--- src/lftd_pkg.sv ---
// lftd_pkg: constants, types and helpers of the line fault trigger detector
// assumes a single clock; rms and transducer words arrive in that domain
package lftd_pkg;
    // data widths and channel count
    localparam int MEAS_W = 16;
    localparam int NUM_XDCR = 6;
    localparam int EV_W = 5;
    // register byte offsets
    localparam logic [11:0] OFS_CTRL = 12'h000;
    localparam logic [11:0] OFS_PHASE_PU = 12'h004;
    localparam logic [11:0] OFS_GROUND_PU = 12'h008;
    localparam logic [11:0] OFS_UV_LEVEL = 12'h00c;
    localparam logic [11:0] OFS_INT_STATUS = 12'h010;
    localparam logic [11:0] OFS_INT_MASK = 12'h014;
    localparam logic [11:0] OFS_LIVE = 12'h018;
    // transducer page: paddr[11:8], channel in paddr[6:4], word in [3:2]
    localparam logic [3:0] XDCR_PAGE = 4'h1;
    localparam logic [1:0] XW_RANGE = 2'h0;
    localparam logic [1:0] XW_FULL = 2'h1;
    localparam logic [1:0] XW_ZERO = 2'h2;
    localparam logic [1:0] XW_READ = 2'h3;
    // control bit positions and reset value
    localparam int CTRL_OC = 0;
    localparam int CTRL_DO = 1;
    localparam int CTRL_UV = 2;
    localparam int CTRL_XB = 3;
    localparam logic [3:0] CTRL_RESET = 4'h5;
    // event bit positions in status, mask and cause
    localparam int EV_PH_PU = 0;
    localparam int EV_GR_PU = 1;
    localparam int EV_PH_DO = 2;
    localparam int EV_GR_DO = 3;
    localparam int EV_UV = 4;
    // currents in hundredths of nominal, voltages in tenths of a volt
    localparam logic [15:0] PH_PU_MIN = 16'h0028;
    localparam logic [15:0] PH_PU_MAX = 16'h07d0;
    localparam logic [15:0] PH_PU_RESET = 16'h00c8;
    localparam logic [15:0] GR_PU_MIN = 16'h000a;
    localparam logic [15:0] GR_PU_MAX = 16'h07d0;
    localparam logic [15:0] GR_PU_RESET = 16'h0014;
    localparam logic [15:0] UV_MIN = 16'h0064;
    localparam logic [15:0] UV_MAX = 16'h02bc;
    localparam logic [15:0] UV_RESET = 16'h01f4;
    // dropout when level * DO_DEN < pickup * DO_NUM
    localparam logic [3:0] DO_NUM = 4'h9;
    localparam logic [3:0] DO_DEN = 4'ha;
    // scale settings limited to plus or minus this
    localparam logic signed [15:0] SCALE_LIM = 16'sh2710;
    // transducer samples: millivolts for voltage ranges, microamps else
    typedef enum logic [2:0] {
        RNG_BI10 = 3'b000, RNG_UNI10 = 3'b001, RNG_BI5 = 3'b010,
        RNG_UNI5 = 3'b011, RNG_MA1 = 3'b100, RNG_MA20 = 3'b101
    } lftd_range_type;
    // overcurrent detector states
    typedef enum logic {
        OC_IDLE = 1'b0,
        OC_PICKED = 1'b1
    } lftd_oc_state_type;

    // input value at the bottom of a range
    function automatic logic signed [15:0] lftd_range_min(logic [2:0] r);
        case (r)
            RNG_BI10: lftd_range_min = -16'sh2710;
            RNG_BI5: lftd_range_min = -16'sh1388;
            RNG_MA20: lftd_range_min = 16'sh0fa0;
            default: lftd_range_min = 16'sh0000;
        endcase
    endfunction

    // width of a range, top minus bottom
    function automatic logic signed [15:0] lftd_range_span(logic [2:0] r);
        case (r)
            RNG_BI10: lftd_range_span = 16'sh4e20;
            RNG_UNI10, RNG_BI5: lftd_range_span = 16'sh2710;
            RNG_UNI5: lftd_range_span = 16'sh1388;
            RNG_MA1: lftd_range_span = 16'sh03e8;
            default: lftd_range_span = 16'sh3e80;
        endcase
    endfunction

    // bounded settings: out-of-range writes saturate
    function automatic logic [15:0] lftd_clamp(logic [15:0] v,
        logic [15:0] lo, logic [15:0] hi);
        lftd_clamp = (v < lo) ? lo : ((v > hi) ? hi : v);
    endfunction

    function automatic logic signed [15:0] lftd_sclamp(logic signed [15:0] v);
        lftd_sclamp = (v < -SCALE_LIM) ? -SCALE_LIM :
                      ((v > SCALE_LIM) ? SCALE_LIM : v);
    endfunction
endpackage

--- src/lftd_oc_if.sv ---
// lftd_oc_if: ties one overcurrent detector to the top module
// assumes both ends sit on the same clock
`timescale 1ns/1ps
interface lftd_oc_if #(
    parameter int N = 3
);
    import lftd_pkg::*;
    logic valid;
    logic [N-1:0][MEAS_W-1:0] level;
    logic [MEAS_W-1:0] pickup;
    logic oc_sel;
    logic do_sel;
    logic pickup_pulse;
    logic dropout_pulse;
    logic picked;
    // top drives settings and levels, detector answers with pulses
    modport src (output valid, level, pickup, oc_sel, do_sel,
        input pickup_pulse, dropout_pulse, picked);
    modport det (input valid, level, pickup, oc_sel, do_sel,
        output pickup_pulse, dropout_pulse, picked);
endinterface

--- src/lftd_oc_det.sv ---
// lftd_oc_det: pickup and dropout detector for a group of currents
// assumes levels are held stable while valid is high
`timescale 1ns/1ps
module lftd_oc_det
    import lftd_pkg::*;
#(
    parameter int N = 3
) (
    // clock and reset
    input wire logic clk,
    input wire logic rst_n,
    // levels, settings and pulses
    lftd_oc_if.det oc
);
    logic [N-1:0] above;
    logic [N-1:0] below90;
    lftd_oc_state_type state_reg;
    lftd_oc_state_type state_next;
    logic pu_reg;
    logic do_reg;
    logic [19:0] pick_x9;

    // pickup scaled once, shared by every channel
    assign pick_x9 = 20'(oc.pickup) * 20'(DO_NUM);

    // per channel comparators
    genvar g;
    generate
        for (g = 0; g < N; g++) begin : g_cmp
            assign above[g] = oc.level[g] > oc.pickup;
            assign below90[g] = 20'(oc.level[g]) * 20'(DO_DEN) < pick_x9;
        end
    endgenerate

    // any channel picks the group up, all must fall to drop it out
    always_comb begin
        state_next = state_reg;
        case (state_reg)
            OC_IDLE: if (oc.valid && |above) state_next = OC_PICKED;
            OC_PICKED: if (oc.valid && &below90) state_next = OC_IDLE;
            default: state_next = OC_IDLE;
        endcase
    end

    // pulses only on state edges, gated by the selects
    always_ff @(posedge clk or negedge rst_n) begin
        if (!rst_n) begin
            state_reg <= OC_IDLE;
            pu_reg <= 1'b0;
            do_reg <= 1'b0;
        end else begin
            state_reg <= state_next;
            pu_reg <= (state_reg == OC_IDLE) && (state_next == OC_PICKED)
                && oc.oc_sel;
            do_reg <= (state_reg == OC_PICKED) && (state_next == OC_IDLE)
                && oc.oc_sel && oc.do_sel;
        end
    end

    assign oc.pickup_pulse = pu_reg;
    assign oc.dropout_pulse = do_reg;
    assign oc.picked = state_reg;
endmodule

--- src/lftd_top.sv ---
// lftd_top: trigger decision, transducer scaling and apb register file
// assumes rms results and transducer samples come from logic on clk
`timescale 1ns/1ps

module lftd_top
    import lftd_pkg::*;
#(
    parameter int NX = NUM_XDCR
) (
    // clock and reset
    input wire logic clk,
    input wire logic rst_n,
    // apb slave
    input wire logic psel,
    input wire logic penable,
    input wire logic pwrite,
    input wire logic [11:0] paddr,
    input wire logic [31:0] pwdata,
    output logic [31:0] prdata,
    output logic pready,
    output logic pslverr,
    // rms results, one set per valid pulse
    input wire logic rms_valid,
    input wire logic [MEAS_W-1:0] rms_ia,
    input wire logic [MEAS_W-1:0] rms_ib,
    input wire logic [MEAS_W-1:0] rms_ic,
    input wire logic [MEAS_W-1:0] rms_ig,
    input wire logic [MEAS_W-1:0] rms_va,
    input wire logic [MEAS_W-1:0] rms_vb,
    input wire logic [MEAS_W-1:0] rms_vc,
    // digitized transducer samples
    input wire logic xdcr_valid,
    input wire logic [2:0] xdcr_chan,
    input wire logic signed [15:0] xdcr_sample,
    // recording controller
    output logic capture_start,
    output logic report_start,
    output logic [EV_W-1:0] trigger_cause,
    // scaled transducer readings and digitizer enable
    output logic xdcr_enable,
    output logic xdcr_out_valid,
    output logic [2:0] xdcr_out_chan,
    output logic signed [15:0] xdcr_out_value,
    // interrupt
    output logic irq
);
    // settings and status
    logic [3:0] ctrl_reg;
    logic [15:0] phase_pu_reg;
    logic [15:0] ground_pu_reg;
    logic [15:0] uv_level_reg;
    logic [EV_W-1:0] status_reg;
    logic [EV_W-1:0] status_next;
    logic [EV_W-1:0] mask_reg;
    logic [15:0] trig_count_reg;
    logic uv_state_reg;
    logic uv_pulse_reg;
    // transducer settings and readings
    logic [2:0] range_reg [NX];
    logic signed [15:0] full_reg [NX];
    logic signed [15:0] zero_reg [NX];
    logic signed [15:0] reading_reg [NX];
    // outputs
    logic [31:0] prdata_reg;
    logic pready_reg;
    logic pslverr_reg;
    logic capture_reg;
    logic report_reg;
    logic [EV_W-1:0] cause_reg;
    logic xo_valid_reg;
    logic [2:0] xo_chan_reg;
    logic signed [15:0] xo_value_reg;
    logic irq_reg;

    // overcurrent detectors for phase and ground groups
    lftd_oc_if #(.N(3)) ph_bus ();
    lftd_oc_if #(.N(1)) gr_bus ();

    assign ph_bus.valid = rms_valid;
    assign ph_bus.level = {rms_ic, rms_ib, rms_ia};
    assign ph_bus.pickup = phase_pu_reg;
    assign ph_bus.oc_sel = ctrl_reg[CTRL_OC];
    assign ph_bus.do_sel = ctrl_reg[CTRL_DO];
    assign gr_bus.valid = rms_valid;
    assign gr_bus.level = rms_ig;
    assign gr_bus.pickup = ground_pu_reg;
    assign gr_bus.oc_sel = ctrl_reg[CTRL_OC];
    assign gr_bus.do_sel = ctrl_reg[CTRL_DO];

    lftd_oc_det #(.N(3)) u_phase (
        .clk(clk),
        .rst_n(rst_n),
        .oc(ph_bus)
    );

    lftd_oc_det #(.N(1)) u_ground (
        .clk(clk),
        .rst_n(rst_n),
        .oc(gr_bus)
    );

    // undervoltage: any phase below the level
    logic uv_below;
    assign uv_below = (rms_va < uv_level_reg) || (rms_vb < uv_level_reg)
        || (rms_vc < uv_level_reg);

    // state follows voltage always, so enabling later gives no stale edge
    always_ff @(posedge clk or negedge rst_n) begin
        if (!rst_n) begin
            uv_state_reg <= 1'b0;
            uv_pulse_reg <= 1'b0;
        end else begin
            if (rms_valid) uv_state_reg <= uv_below;
            uv_pulse_reg <= rms_valid && uv_below && !uv_state_reg
                && ctrl_reg[CTRL_UV];
        end
    end

    // gathered trigger events
    logic [EV_W-1:0] ev;
    assign ev[EV_PH_PU] = ph_bus.pickup_pulse;
    assign ev[EV_GR_PU] = gr_bus.pickup_pulse;
    assign ev[EV_PH_DO] = ph_bus.dropout_pulse;
    assign ev[EV_GR_DO] = gr_bus.dropout_pulse;
    assign ev[EV_UV] = uv_pulse_reg;

    // one pulse to recording and report for every trigger
    always_ff @(posedge clk or negedge rst_n) begin
        if (!rst_n) begin
            capture_reg <= 1'b0;
            report_reg <= 1'b0;
            cause_reg <= '0;
            trig_count_reg <= 16'h0000;
        end else begin
            capture_reg <= |ev;
            report_reg <= |ev;
            cause_reg <= ev;
            if (|ev) trig_count_reg <= trig_count_reg + 16'h0001;
        end
    end

    // transducer scaling, out-of-range channels are dropped
    logic xs_ok;
    logic [2:0] xs_idx;
    logic [2:0] xs_code;
    logic signed [15:0] xs_min;
    logic signed [15:0] xs_span;
    logic signed [15:0] xs_top;
    logic signed [15:0] xs_clip;
    logic signed [16:0] xs_off;
    logic signed [16:0] xs_dif;
    logic signed [33:0] xs_prod;
    logic signed [33:0] xs_quot;
    logic signed [15:0] xs_value;

    assign xs_ok = xdcr_valid && ctrl_reg[CTRL_XB]
        && (xdcr_chan < 3'(NX));
    assign xs_idx = (xdcr_chan < 3'(NX)) ? xdcr_chan : 3'h0;
    assign xs_code = range_reg[xs_idx];
    assign xs_min = lftd_range_min(xs_code);
    assign xs_span = lftd_range_span(xs_code);
    assign xs_top = xs_min + xs_span;
    // inputs beyond the range saturate rather than extrapolate
    assign xs_clip = (xdcr_sample < xs_min) ? xs_min :
        ((xdcr_sample > xs_top) ? xs_top : xdcr_sample);
    assign xs_off = 17'(xs_clip) - 17'(xs_min);
    assign xs_dif = 17'(full_reg[xs_idx]) - 17'(zero_reg[xs_idx]);
    assign xs_prod = 34'(xs_off) * 34'(xs_dif);
    // one cycle divider; slow at 20 MHz but needs no reciprocal table
    assign xs_quot = xs_prod / 34'(xs_span);
    assign xs_value = 16'(34'(zero_reg[xs_idx]) + xs_quot);

    // apb decode
    logic setup;
    logic access;
    logic wr_en;
    logic rd_en;
    logic [11:0] wa;
    logic [2:0] xa_chan;
    logic xa_hit;
    logic mapped;
    logic [31:0] rd_xdcr;
    logic [31:0] rd_data;
    logic [15:0] wd16;

    assign setup = psel && !penable;
    assign access = psel && penable && pready_reg;
    assign wr_en = access && pwrite;
    assign rd_en = access && !pwrite;
    assign wa = {paddr[11:2], 2'b00};
    assign wd16 = pwdata[15:0];
    assign xa_chan = paddr[6:4];
    assign xa_hit = (paddr[11:8] == XDCR_PAGE) && !paddr[7]
        && (xa_chan < 3'(NX));
    assign mapped = xa_hit || (wa == OFS_CTRL) || (wa == OFS_PHASE_PU)
        || (wa == OFS_GROUND_PU) || (wa == OFS_UV_LEVEL)
        || (wa == OFS_INT_STATUS) || (wa == OFS_INT_MASK)
        || (wa == OFS_LIVE);

    // read selection; unmapped words read zero
    logic [2:0] xa_idx;
    assign xa_idx = xa_hit ? xa_chan : 3'h0;
    assign rd_xdcr =
        (paddr[3:2] == XW_RANGE) ? {29'h0, range_reg[xa_idx]} :
        (paddr[3:2] == XW_FULL) ? 32'(full_reg[xa_idx]) :
        (paddr[3:2] == XW_ZERO) ? 32'(zero_reg[xa_idx]) :
        32'(reading_reg[xa_idx]);
    assign rd_data =
        xa_hit ? rd_xdcr :
        (wa == OFS_CTRL) ? {28'h0, ctrl_reg} :
        (wa == OFS_PHASE_PU) ? {16'h0, phase_pu_reg} :
        (wa == OFS_GROUND_PU) ? {16'h0, ground_pu_reg} :
        (wa == OFS_UV_LEVEL) ? {16'h0, uv_level_reg} :
        (wa == OFS_INT_STATUS) ? {27'h0, status_reg} :
        (wa == OFS_INT_MASK) ? {27'h0, mask_reg} :
        (wa == OFS_LIVE) ? {trig_count_reg, 13'h0, uv_state_reg,
            gr_bus.picked, ph_bus.picked} : 32'h0000_0000;

    // read data is sampled in setup, so the access phase is one cycle
    always_ff @(posedge clk or negedge rst_n) begin
        if (!rst_n) begin
            prdata_reg <= 32'h0000_0000;
            pready_reg <= 1'b0;
            pslverr_reg <= 1'b0;
        end else begin
            pready_reg <= setup;
            pslverr_reg <= setup && !mapped;
            if (setup) prdata_reg <= rd_data;
        end
    end

    // read clears only the bits the reader saw; new events win
    logic [EV_W-1:0] st_clr;
    assign st_clr = (rd_en && (wa == OFS_INT_STATUS)) ?
        prdata_reg[EV_W-1:0] : '0;
    assign status_next = (status_reg & ~st_clr) | ev;

    always_ff @(posedge clk or negedge rst_n) begin
        if (!rst_n) begin
            status_reg <= '0;
            irq_reg <= 1'b0;
        end else begin
            status_reg <= status_next;
            irq_reg <= |(status_next & mask_reg);
        end
    end

    // trigger settings; pickups and uv level saturated to their legal ranges
    always_ff @(posedge clk or negedge rst_n) begin
        if (!rst_n) begin
            ctrl_reg <= CTRL_RESET;
            phase_pu_reg <= PH_PU_RESET;
            ground_pu_reg <= GR_PU_RESET;
            uv_level_reg <= UV_RESET;
            mask_reg <= '0;
        end else if (wr_en) begin
            if (wa == OFS_CTRL) ctrl_reg <= pwdata[3:0];
            if (wa == OFS_PHASE_PU)
                phase_pu_reg <= lftd_clamp(wd16, PH_PU_MIN, PH_PU_MAX);
            if (wa == OFS_GROUND_PU)
                ground_pu_reg <= lftd_clamp(wd16, GR_PU_MIN, GR_PU_MAX);
            if (wa == OFS_UV_LEVEL)
                uv_level_reg <= lftd_clamp(wd16, UV_MIN, UV_MAX);
            if (wa == OFS_INT_MASK) mask_reg <= pwdata[EV_W-1:0];
        end
    end

    // per channel settings and readings
    always_ff @(posedge clk or negedge rst_n) begin
        if (!rst_n) begin
            for (int i = 0; i < NX; i++) begin
                range_reg[i] <= 3'h0;
                full_reg[i] <= 16'sh0000;
                zero_reg[i] <= 16'sh0000;
                reading_reg[i] <= 16'sh0000;
            end
        end else begin
            if (wr_en && xa_hit) begin
                // codes above five are ignored, old range stays
                if (paddr[3:2] == XW_RANGE && pwdata[2:0] <= 3'h5)
                    range_reg[xa_chan] <= pwdata[2:0];
                if (paddr[3:2] == XW_FULL)
                    full_reg[xa_chan] <= lftd_sclamp(wd16);
                if (paddr[3:2] == XW_ZERO)
                    zero_reg[xa_chan] <= lftd_sclamp(wd16);
            end
            if (xs_ok) reading_reg[xs_idx] <= xs_value;
        end
    end

    // streamed reading for the recorder
    always_ff @(posedge clk or negedge rst_n) begin
        if (!rst_n) begin
            xo_valid_reg <= 1'b0;
            xo_chan_reg <= 3'h0;
            xo_value_reg <= 16'sh0000;
        end else begin
            xo_valid_reg <= xs_ok;
            if (xs_ok) begin
                xo_chan_reg <= xs_idx;
                xo_value_reg <= xs_value;
            end
        end
    end

    // outputs
    assign prdata = prdata_reg;
    assign pready = pready_reg;
    assign pslverr = pslverr_reg;
    assign capture_start = capture_reg;
    assign report_start = report_reg;
    assign trigger_cause = cause_reg;
    assign xdcr_enable = ctrl_reg[CTRL_XB];
    assign xdcr_out_valid = xo_valid_reg;
    assign xdcr_out_chan = xo_chan_reg;
    assign xdcr_out_value = xo_value_reg;
    assign irq = irq_reg;
endmodule

--- config.mk ---
export PLATFORM = sky130hd
export DESIGN_NAME = lftd_top
export DESIGN_NICKNAME = d
export VERILOG_FILES = /design/src/lftd_pkg.sv /design/src/lftd_oc_if.sv /design/src/lftd_oc_det.sv /design/src/lftd_top.sv
export SDC_FILE = /design/constraint.sdc
export NUM_CORES = 2
export LEC_CHECK = 0
export ABC_AREA = 1
export ABC_CLOCK_PERIOD_IN_PS = 96400
export BUFFER_PORTS_ARGS = -buffer_cell sky130_fd_sc_hd__buf_2
export CORE_ASPECT_RATIO = 1.4
export CORE_MARGIN = 1.5
export CORE_UTILIZATION = 45
export DETAILED_ROUTE_END_ITERATION = 10
export GPL_TIMING_DRIVEN = 0
export PLACE_DENSITY = 0.61
export SYNTH_ARGS = -nofsm -noshare
export SYNTH_HDL_FRONTEND = slang
export SYNTH_HIERARCHICAL = 1
export SYNTH_SLANG_ARGS = --single-unit
--- constraint.sdc ---
create_clock -name clk -period 96.4 [get_ports clk]
set_input_delay 28.92 -clock clk [delete_from_list [all_inputs] [get_ports clk]]
set_output_delay 28.92 -clock clk [all_outputs]
set_load 0.03 [all_outputs]
Word level (Yosys, flattened, before mapping)
Cells that the tools add are included.
{"block": "word_totals", "reg_bits": 453, "latchBits": 0, "ramBits": 0, "romBits": 0, "inputBits": 182, "output_inout_bits": 63, "elab_cells": 238, "mem_count": 0}
{"block": "op_classes", "n_addsub": 5, "n_mul": 7, "div_mod_pow": 1, "n_lt_le_gt_ge": 28, "eq_ne": 14, "shifts": 0, "muxes": 62, "bitwise_logic": 11, "reduce_logical": 62}
{"cell": "two-way mux 32 bit", "n": 11}
{"cell": "two-way mux 16 bit", "n": 21}
{"cell": "bitwise mux 96 bit", "n": 3}
{"cell": "binary-select mux 16 bit (select 3 bit)", "n": 5}
{"cell": "demux 16 bit (select 3 bit)", "n": 2}
{"cell": "greater-than comparator 16 bit", "n": 5}
{"cell": "< comparator 20 bit", "n": 4}
{"cell": "multiplier 16 x 3 -> 19 bit (second input constant)", "n": 4}
{"cell": "< comparator 16 bit", "n": 4}
{"cell": "case mux 15 bit (4 select lines)", "n": 1}
{"cell": "case mux 16 bit (3 select lines)", "n": 1}
{"cell": "multiplier 16 x 4 -> 20 bit (second input constant)", "n": 2}
{"cell": "divider 34 x 34 -> 34 bit", "n": 1}
{"cell": "multiplier 17 x 17 -> 34 bit", "n": 1}
{"cell": "subtractor 16 x 16 -> 17 bit", "n": 2}
{"cell": "adder 16 bit", "n": 2}
{"cell": "logical AND 1 bit", "n": 32}
{"cell": "equality test 10 x 3 -> 1 bit (second input constant)", "n": 3}
{"cell": "two-way mux 3 bit", "n": 7}
{"cell": "equality test 10 x 2 -> 1 bit (second input constant)", "n": 2}
{"cell": "binary-select mux 3 bit (select 3 bit)", "n": 2}
{"cell": "bitwise mux 18 bit", "n": 1}
{"cell": "adder 16 x 1 -> 16 bit (second input constant)", "n": 1}
{"cell": "greater-than comparator 16 x 10 -> 1 bit (second input constant)", "n": 1}
{"cell": "36 further kinds", "n": 72}

Longest topological paths before layout
{"block": "depth", "word_depth": 18, "mapped_depth": 505}

By module
The synthesis kept the hierarchy.
{"mod": "lftd_top", "instances": 1, "cells_per_inst": 9303, "area_each_um2": 62637.6}
{"mod": "lftd_oc_det at u_phase", "instances": 1, "cells_per_inst": 860, "area_each_um2": 5846.9}
{"mod": "lftd_oc_det at u_ground", "instances": 1, "cells_per_inst": 394, "area_each_um2": 2697.6}

Worst setup path before layout
OpenSTA, ideal clock, no wires.
{"block": "synth_path", "path_type": "input to register", "start": "input xdcr_chan[1]", "end": "register reading_reg[31] (netlist bit)", "setup_time_ns": 0.117, "arrival_time_ns": 94.398, "t_required_ns": 96.283, "path_slack_ns": 1.885, "path_stages": 489, "path_buffers": 38, "path_cell_list": "ha_1 inv_2 nand2_4 nand2_1 o21ai_0 o21ai_1 nand2_1 inv_1 nor2_2 inv_1 nand3_1 inv_1 ha_1 nand3_1 nand2_1 a221o_1 nand2_1 nand2_1 [... 453 more ...] a21oi_1 or2_2 nand2_1 a21oi_1 o21ai_0 a21oi_1 o21ai_0 a21oi_1 o21ai_0 a21o_1 a21oi_1 xor2_1 xor2_1 inv_1 nand3_1 nand2_2 nand2_1 nand2_1"}
{"block": "synth_between", "elab_chain_cells": 18}
{"item": "start: declaration", "line_no": "lftd_top.sv:33", "source": "input wire logic [2:0] xdcr_chan,"}
{"item": "< comparator 3 bit", "line_no": "lftd_top.sv:157, lftd_top.sv:158"}
{"item": "two-way mux 3 bit", "line_no": "lftd_top.sv:158", "source": "assign xs_idx = (xdcr_chan < 3'(NX)) ? xdcr_chan : 3'h0;"}
{"item": "inverter 3 -> 4 bit (not written as such)"}
{"item": "binary-select mux 3 bit (select 3 bit)", "line_no": "lftd_top.sv:159", "source": "assign xs_code = range_reg[xs_idx];"}
{"item": "two-way mux 3 bit (not written as such) (2 in series)", "line_no": "lftd_top.sv:159"}
{"item": "equality test 3 x 1 -> 1 bit / equality test 3 x 2 -> 1 bit (equally long branches)", "line_no": "lftd_pkg.sv:72, lftd_pkg.sv:62"}
{"item": "OR reduction 2 bit", "line_no": "lftd_pkg.sv:72", "source": "case (r)"}
{"item": "case mux 15 bit (4 select lines)", "line_no": "lftd_pkg.sv:72"}
{"item": "adder 16 bit", "line_no": "lftd_top.sv:162", "source": "assign xs_top = xs_min + xs_span;"}
{"item": "greater-than comparator 16 bit", "line_no": "lftd_top.sv:165", "source": "((xdcr_sample > xs_top) ? xs_top : xdcr_sample);"}
{"item": "two-way mux 16 bit", "line_no": "lftd_top.sv:165"}
{"item": "two-way mux 16 bit", "line_no": "lftd_top.sv:164", "source": "assign xs_clip = (xdcr_sample < xs_min) ? xs_min :"}
{"item": "subtractor 16 x 16 -> 17 bit", "line_no": "lftd_top.sv:166", "source": "assign xs_off = 17'(xs_clip) - 17'(xs_min);"}
{"item": "multiplier 17 x 17 -> 34 bit", "line_no": "lftd_top.sv:168", "source": "assign xs_prod = 34'(xs_off) * 34'(xs_dif);"}
{"item": "divider 34 x 34 -> 34 bit", "line_no": "lftd_top.sv:170", "source": "assign xs_quot = xs_prod / 34'(xs_span);"}
{"item": "adder 16 bit", "line_no": "lftd_top.sv:171", "source": "assign xs_value = 16'(34'(zero_reg[xs_idx]) + xs_quot);"}
{"item": "bitwise mux 96 bit", "line_no": "lftd_top.sv:287", "source": "if (xs_ok) reading_reg[xs_idx] <= xs_value;"}
{"item": "end signal: indexed assignment", "line_no": "lftd_top.sv:287"}
{"item": "end: declaration", "line_no": "lftd_top.sv:62", "source": "logic signed [15:0] reading_reg [NX];"}
Parallel ways exist; a longest one is shown, timed or not. The select of a mux whose other input is x is not followed.
A chain may end at the register's enable or synchronous reset.

Worst setup path in the final report
{"block": "layout_path", "start": "input xdcr_chan[2]", "end": "register xo_value_reg[15] (netlist: xdcr_out_value[15])"}
{"block": "layout_between", "elab_chain_cells": 17}
{"item": "< comparator 3 bit (*)", "line_no": "lftd_top.sv:158"}
{"item": "two-way mux 3 bit (*)", "line_no": "lftd_top.sv:158"}
{"item": "named net xs_idx[1]", "line_no": "lftd_top.sv:144", "source": "logic [2:0] xs_idx;"}
{"item": "inverter 3 -> 4 bit (not written as such) (*)", "line_no": "lftd_top.sv:159, lftd_top.sv:167, lftd_top.sv:171"}
{"item": "binary-select mux 3 bit (select 3 bit)", "line_no": "lftd_top.sv:159"}
{"item": "two-way mux 3 bit (not written as such) (2 in series)", "line_no": "lftd_top.sv:159"}
{"item": "equality test 3 x 1 -> 1 bit / equality test 3 x 2 -> 1 bit (equally long branches)", "line_no": "lftd_pkg.sv:72, lftd_pkg.sv:62"}
{"item": "OR reduction 2 bit", "line_no": "lftd_pkg.sv:72"}
{"item": "case mux 15 bit (4 select lines)", "line_no": "lftd_pkg.sv:72"}
{"item": "adder 16 bit", "line_no": "lftd_top.sv:162"}
{"item": "greater-than comparator 16 bit", "line_no": "lftd_top.sv:165"}
{"item": "two-way mux 16 bit", "line_no": "lftd_top.sv:165"}
{"item": "two-way mux 16 bit", "line_no": "lftd_top.sv:164"}
{"item": "subtractor 16 x 16 -> 17 bit", "line_no": "lftd_top.sv:166"}
{"item": "multiplier 17 x 17 -> 34 bit", "line_no": "lftd_top.sv:168"}
{"item": "divider 34 x 34 -> 34 bit", "line_no": "lftd_top.sv:170"}
{"item": "adder 16 bit (*)", "line_no": "lftd_top.sv:171"}
{"item": "end signal: assignment", "line_no": "lftd_top.sv:301", "source": "xo_value_reg <= xs_value;"}
{"item": "end: declaration", "line_no": "lftd_top.sv:72", "source": "logic signed [15:0] xo_value_reg;"}
Mark *: on every way through the listed nets, which the timed path passes. The rest lies on a longest branch. The select of a mux whose other input is x is not followed.

==> results.txt <==
Die ar.: 160600 sq um
Post-Place Worst Slack: -14.28 ns
final antenna-violating net count: 0
fin crit share: 96.63%
die height: 473.6 um
starting density of the core: 45.37%
Yosys warnings: 6
worst-case hold path end point: trigger_cause[2]
critical path's slowest cell: fa_2
routed via count: 74097
Post-synth top cells: 2482 x nand2_1, 1552 x inv_1, 1012 x nor2_1, 831 x o21ai_0, 772 x ha_1
Yosys top cell area share: 15.47%
worst reg2reg endpoint: xdcr_out_value[15]
Synth Flop Type: dfrtp_1
mean area per synthesized cell: 6.743 sq um
placed insts: 12883
core area: 156900 sq um
Netlist cell types: 99
drt via density: 5.563
grt total ovfl: 0
Hold Path Depth: 0
CTS root buffer: clkbuf_16
routability cong.: 1.021
largest net degree at the start of global routing: 121
Fill cells: 15708
DR WL/cell: 20.75 um
DP Area: 75270 sq um
setup slack, reg-to-reg: 31.75 ns
Finished Cell Area: 82510 sq um
pins over their slew limit: 0
number of max-cap violations: 0
FF-to-FF Start: range_reg[6]
clk slew on worst S/H paths: 0.06 ns
vias in the first global route: 72966
TritonCTS Buffers: 48
post-DP HPWL: 222000 um
Worst path max stage delay: 0.68 ns
Syn Std Cell Area: 71180 sq um
sequential cell area fraction in the yosys report: 15.95%
CP Launch Type: primary input
final wirelength: 276300 um
critical path class: in2reg
setup violators final: 0
worst skew pair latency: 0.62 ns
Post-synth EDFFs: 0
CTS max path bufs: 3
Async SR Flop Fraction: 100.0%
Crit path top cell by count: nand2_1
setup TNS: 0 ns
mux cell area share after synthesis: 0.1002%
DRC violations left: 0
# H-tree levels: 2
I/O Pins: 245
Post-Synth Adder-Cell Area: 22.20%
DIE WIDTH: 339.1 um
# clock sinks: 453
main combinational cell family by area after synthesis: simple AND/OR/NAND/NOR gates
Worst setup EP type: flip-flop
Simple-Gate Fraction of Synth Area: 32.13%
# hold bufs at CTS: 0
final setup skew: 0.03310 ns
min Tclk post-route: 93.15 ns
post-route insts no fill: 13319
main area contributors after synthesis: dfrtp_1 15%, ha_1 14%, nand2_1 13%, fa_1 8.6%, inv_1 8.2%
status: complete, no violations
TritonCTS clock tree: done
Layout area overhead: 15.91%
Worst Path Required: 96.89 ns
Max FO, Critical Path: 10
Yosys top cell by area: dfrtp_1
Synth Net Count: 11818
Worst Hold Launch: u_phase/oc.dropout_pulse
Final Hold Viols: 0
arrival time worst endpoint: 93.65 ns
max_slew headroom: 8.778%
Gate Count Post-Synth: 10557
worst reg2reg path depth: 490
slack of the critical path: 3.247 ns
drt first pass iters: 6
Detailed Route Iter0 Violations: 5156
# rows: 172
worst slew pin tran: 1.354 ns
f_max: 0.01074 GHz
Post-layout nets: 12453
Hold Crit Class: reg2reg
most frequent cell after synthesis: nand2_1
Post-Synth XOR/XNOR Area: 4.546%
FF+latch count, synth: 453
first-pass GRT wire length: 416700 um
gr usage total: 33.24%
layout cells sized above 1: 16.65%
initial antenna violation count: 6
Synth Area in Compound Gates: 14.30%
I/O Buffers: 224
==> routing by layer <==
layer / share of wire, % / GRT usage [%] / vias to the layer above
met5: 0.012 / 0.1812 / -
met4: 7.5 / 20.72 / 8
met3: 5.0 / 3.369 / 867
met2: 50 / 61.03 / 2416
met1: 37 / 36.54 / 35086
li1: - / - / 35720
==> per-stage QoR <==
step | util (%) | hold WS, ns
after floorplan | - | 0.3537
after detailed placement | 47.98 | 0.3627
after CTS | 50.50 | 0.3772
after global placement | 47.75 | 0.3600
after global routing | 52.59 | 0.3968
final | 52.59 | 0.3749
==> worst max-delay path, delay by kind of cell <==
family | cells | cell delay, ns
simple gates | 201 | 21.62
compound gates | 118 | 16.28
buf+inv | 129 | 13.49
fa+ha+maj | 38 | 12.05
xor+xnor | 5 | 1.07
==> cell usage in the layout, fill, tap and decap left out, types with 39 or more instances in the layout <==
cell	Yosys	routed
buf_4	10	333
nor3_1	76	64
nand2_2	235	274
o21ai_0	831	736
inv_2	38	54
nor2_1	1012	968
o21ai_1	31	66
nand2_4	27	42
nand3b_1	46	46
ha_1	772	711
a21oi_2	15	55
or2_2	48	47
ha_4	0	49
buf_2	4	228
inv_1	1552	1517
o21ai_2	13	59
a31oi_1	46	46
o22ai_1	72	72
clkbuf_16	0	55
fa_1	307	301
clkbuf_1	163	168
xor2_1	230	220
nand3_1	489	476
nand2_1	2482	2424
nand4_1	220	220
dfrtp_1	440	440
nor2_2	99	118
nand3_2	135	136
xnor2_1	132	129
nor2_4	35	60
a21oi_1	489	425
o221ai_1	48	48
o211ai_1	39	39
==> cells by family after synthesis <==
| kind of cell | count (synthesis) |
|---|---|
| adders and majority gates | 1079 |
| other | 1 |
| xor gates and xnor gates | 366 |
| AOI/OAI and AO/OA | 1792 |
| muxes | 7 |
| DFF | 453 |
| buffers and inverters | 1877 |
| and+or+nand+nor | 4982 |
==> repair_timing <==
action	in CTS	in global routing
pin swaps	105	238
setup buffers	157	178
resized for setup	299	403
cloned	3	9
setup endpoints to repair	112	112
==> how the worst max path moves through the flow <==
stage,start,end,slack (ns),cells past startpoint
after floorplan,xdcr_chan[1],reading_reg[31],1.89,489
after global placement,xdcr_chan[1],xdcr_out_value[15],-16.49,464
after detailed placement,xdcr_chan[1],xdcr_out_value[15],-14.28,486
after CTS,xdcr_chan[1],xdcr_out_value[15],0.04,496
after global routing,xdcr_chan[1],reading_reg[95],-0.75,494
final,xdcr_chan[2],xdcr_out_value[15],3.25,491
==> layout make-up <==
cell class	instances	area, sq um	area share [%]
flip-flops and latches	453	11350	13.76
clock inverters	13	162.7	0.1971
multi-input cells	8227	54740	66.34
repair inverters	2	17.52	0.02123
diodes	1	2.502	0.003033
repair buffers	583	4175	5.060
clock buffers	75	1474	1.786
inverters	1627	6211	7.528
well taps	2088	2613	3.166
plain buffers	250	1762	2.135
Power is left out: the tool's default activity adds up to more than one toggle a clock period on the data nets, which glitch-free logic cannot reach.
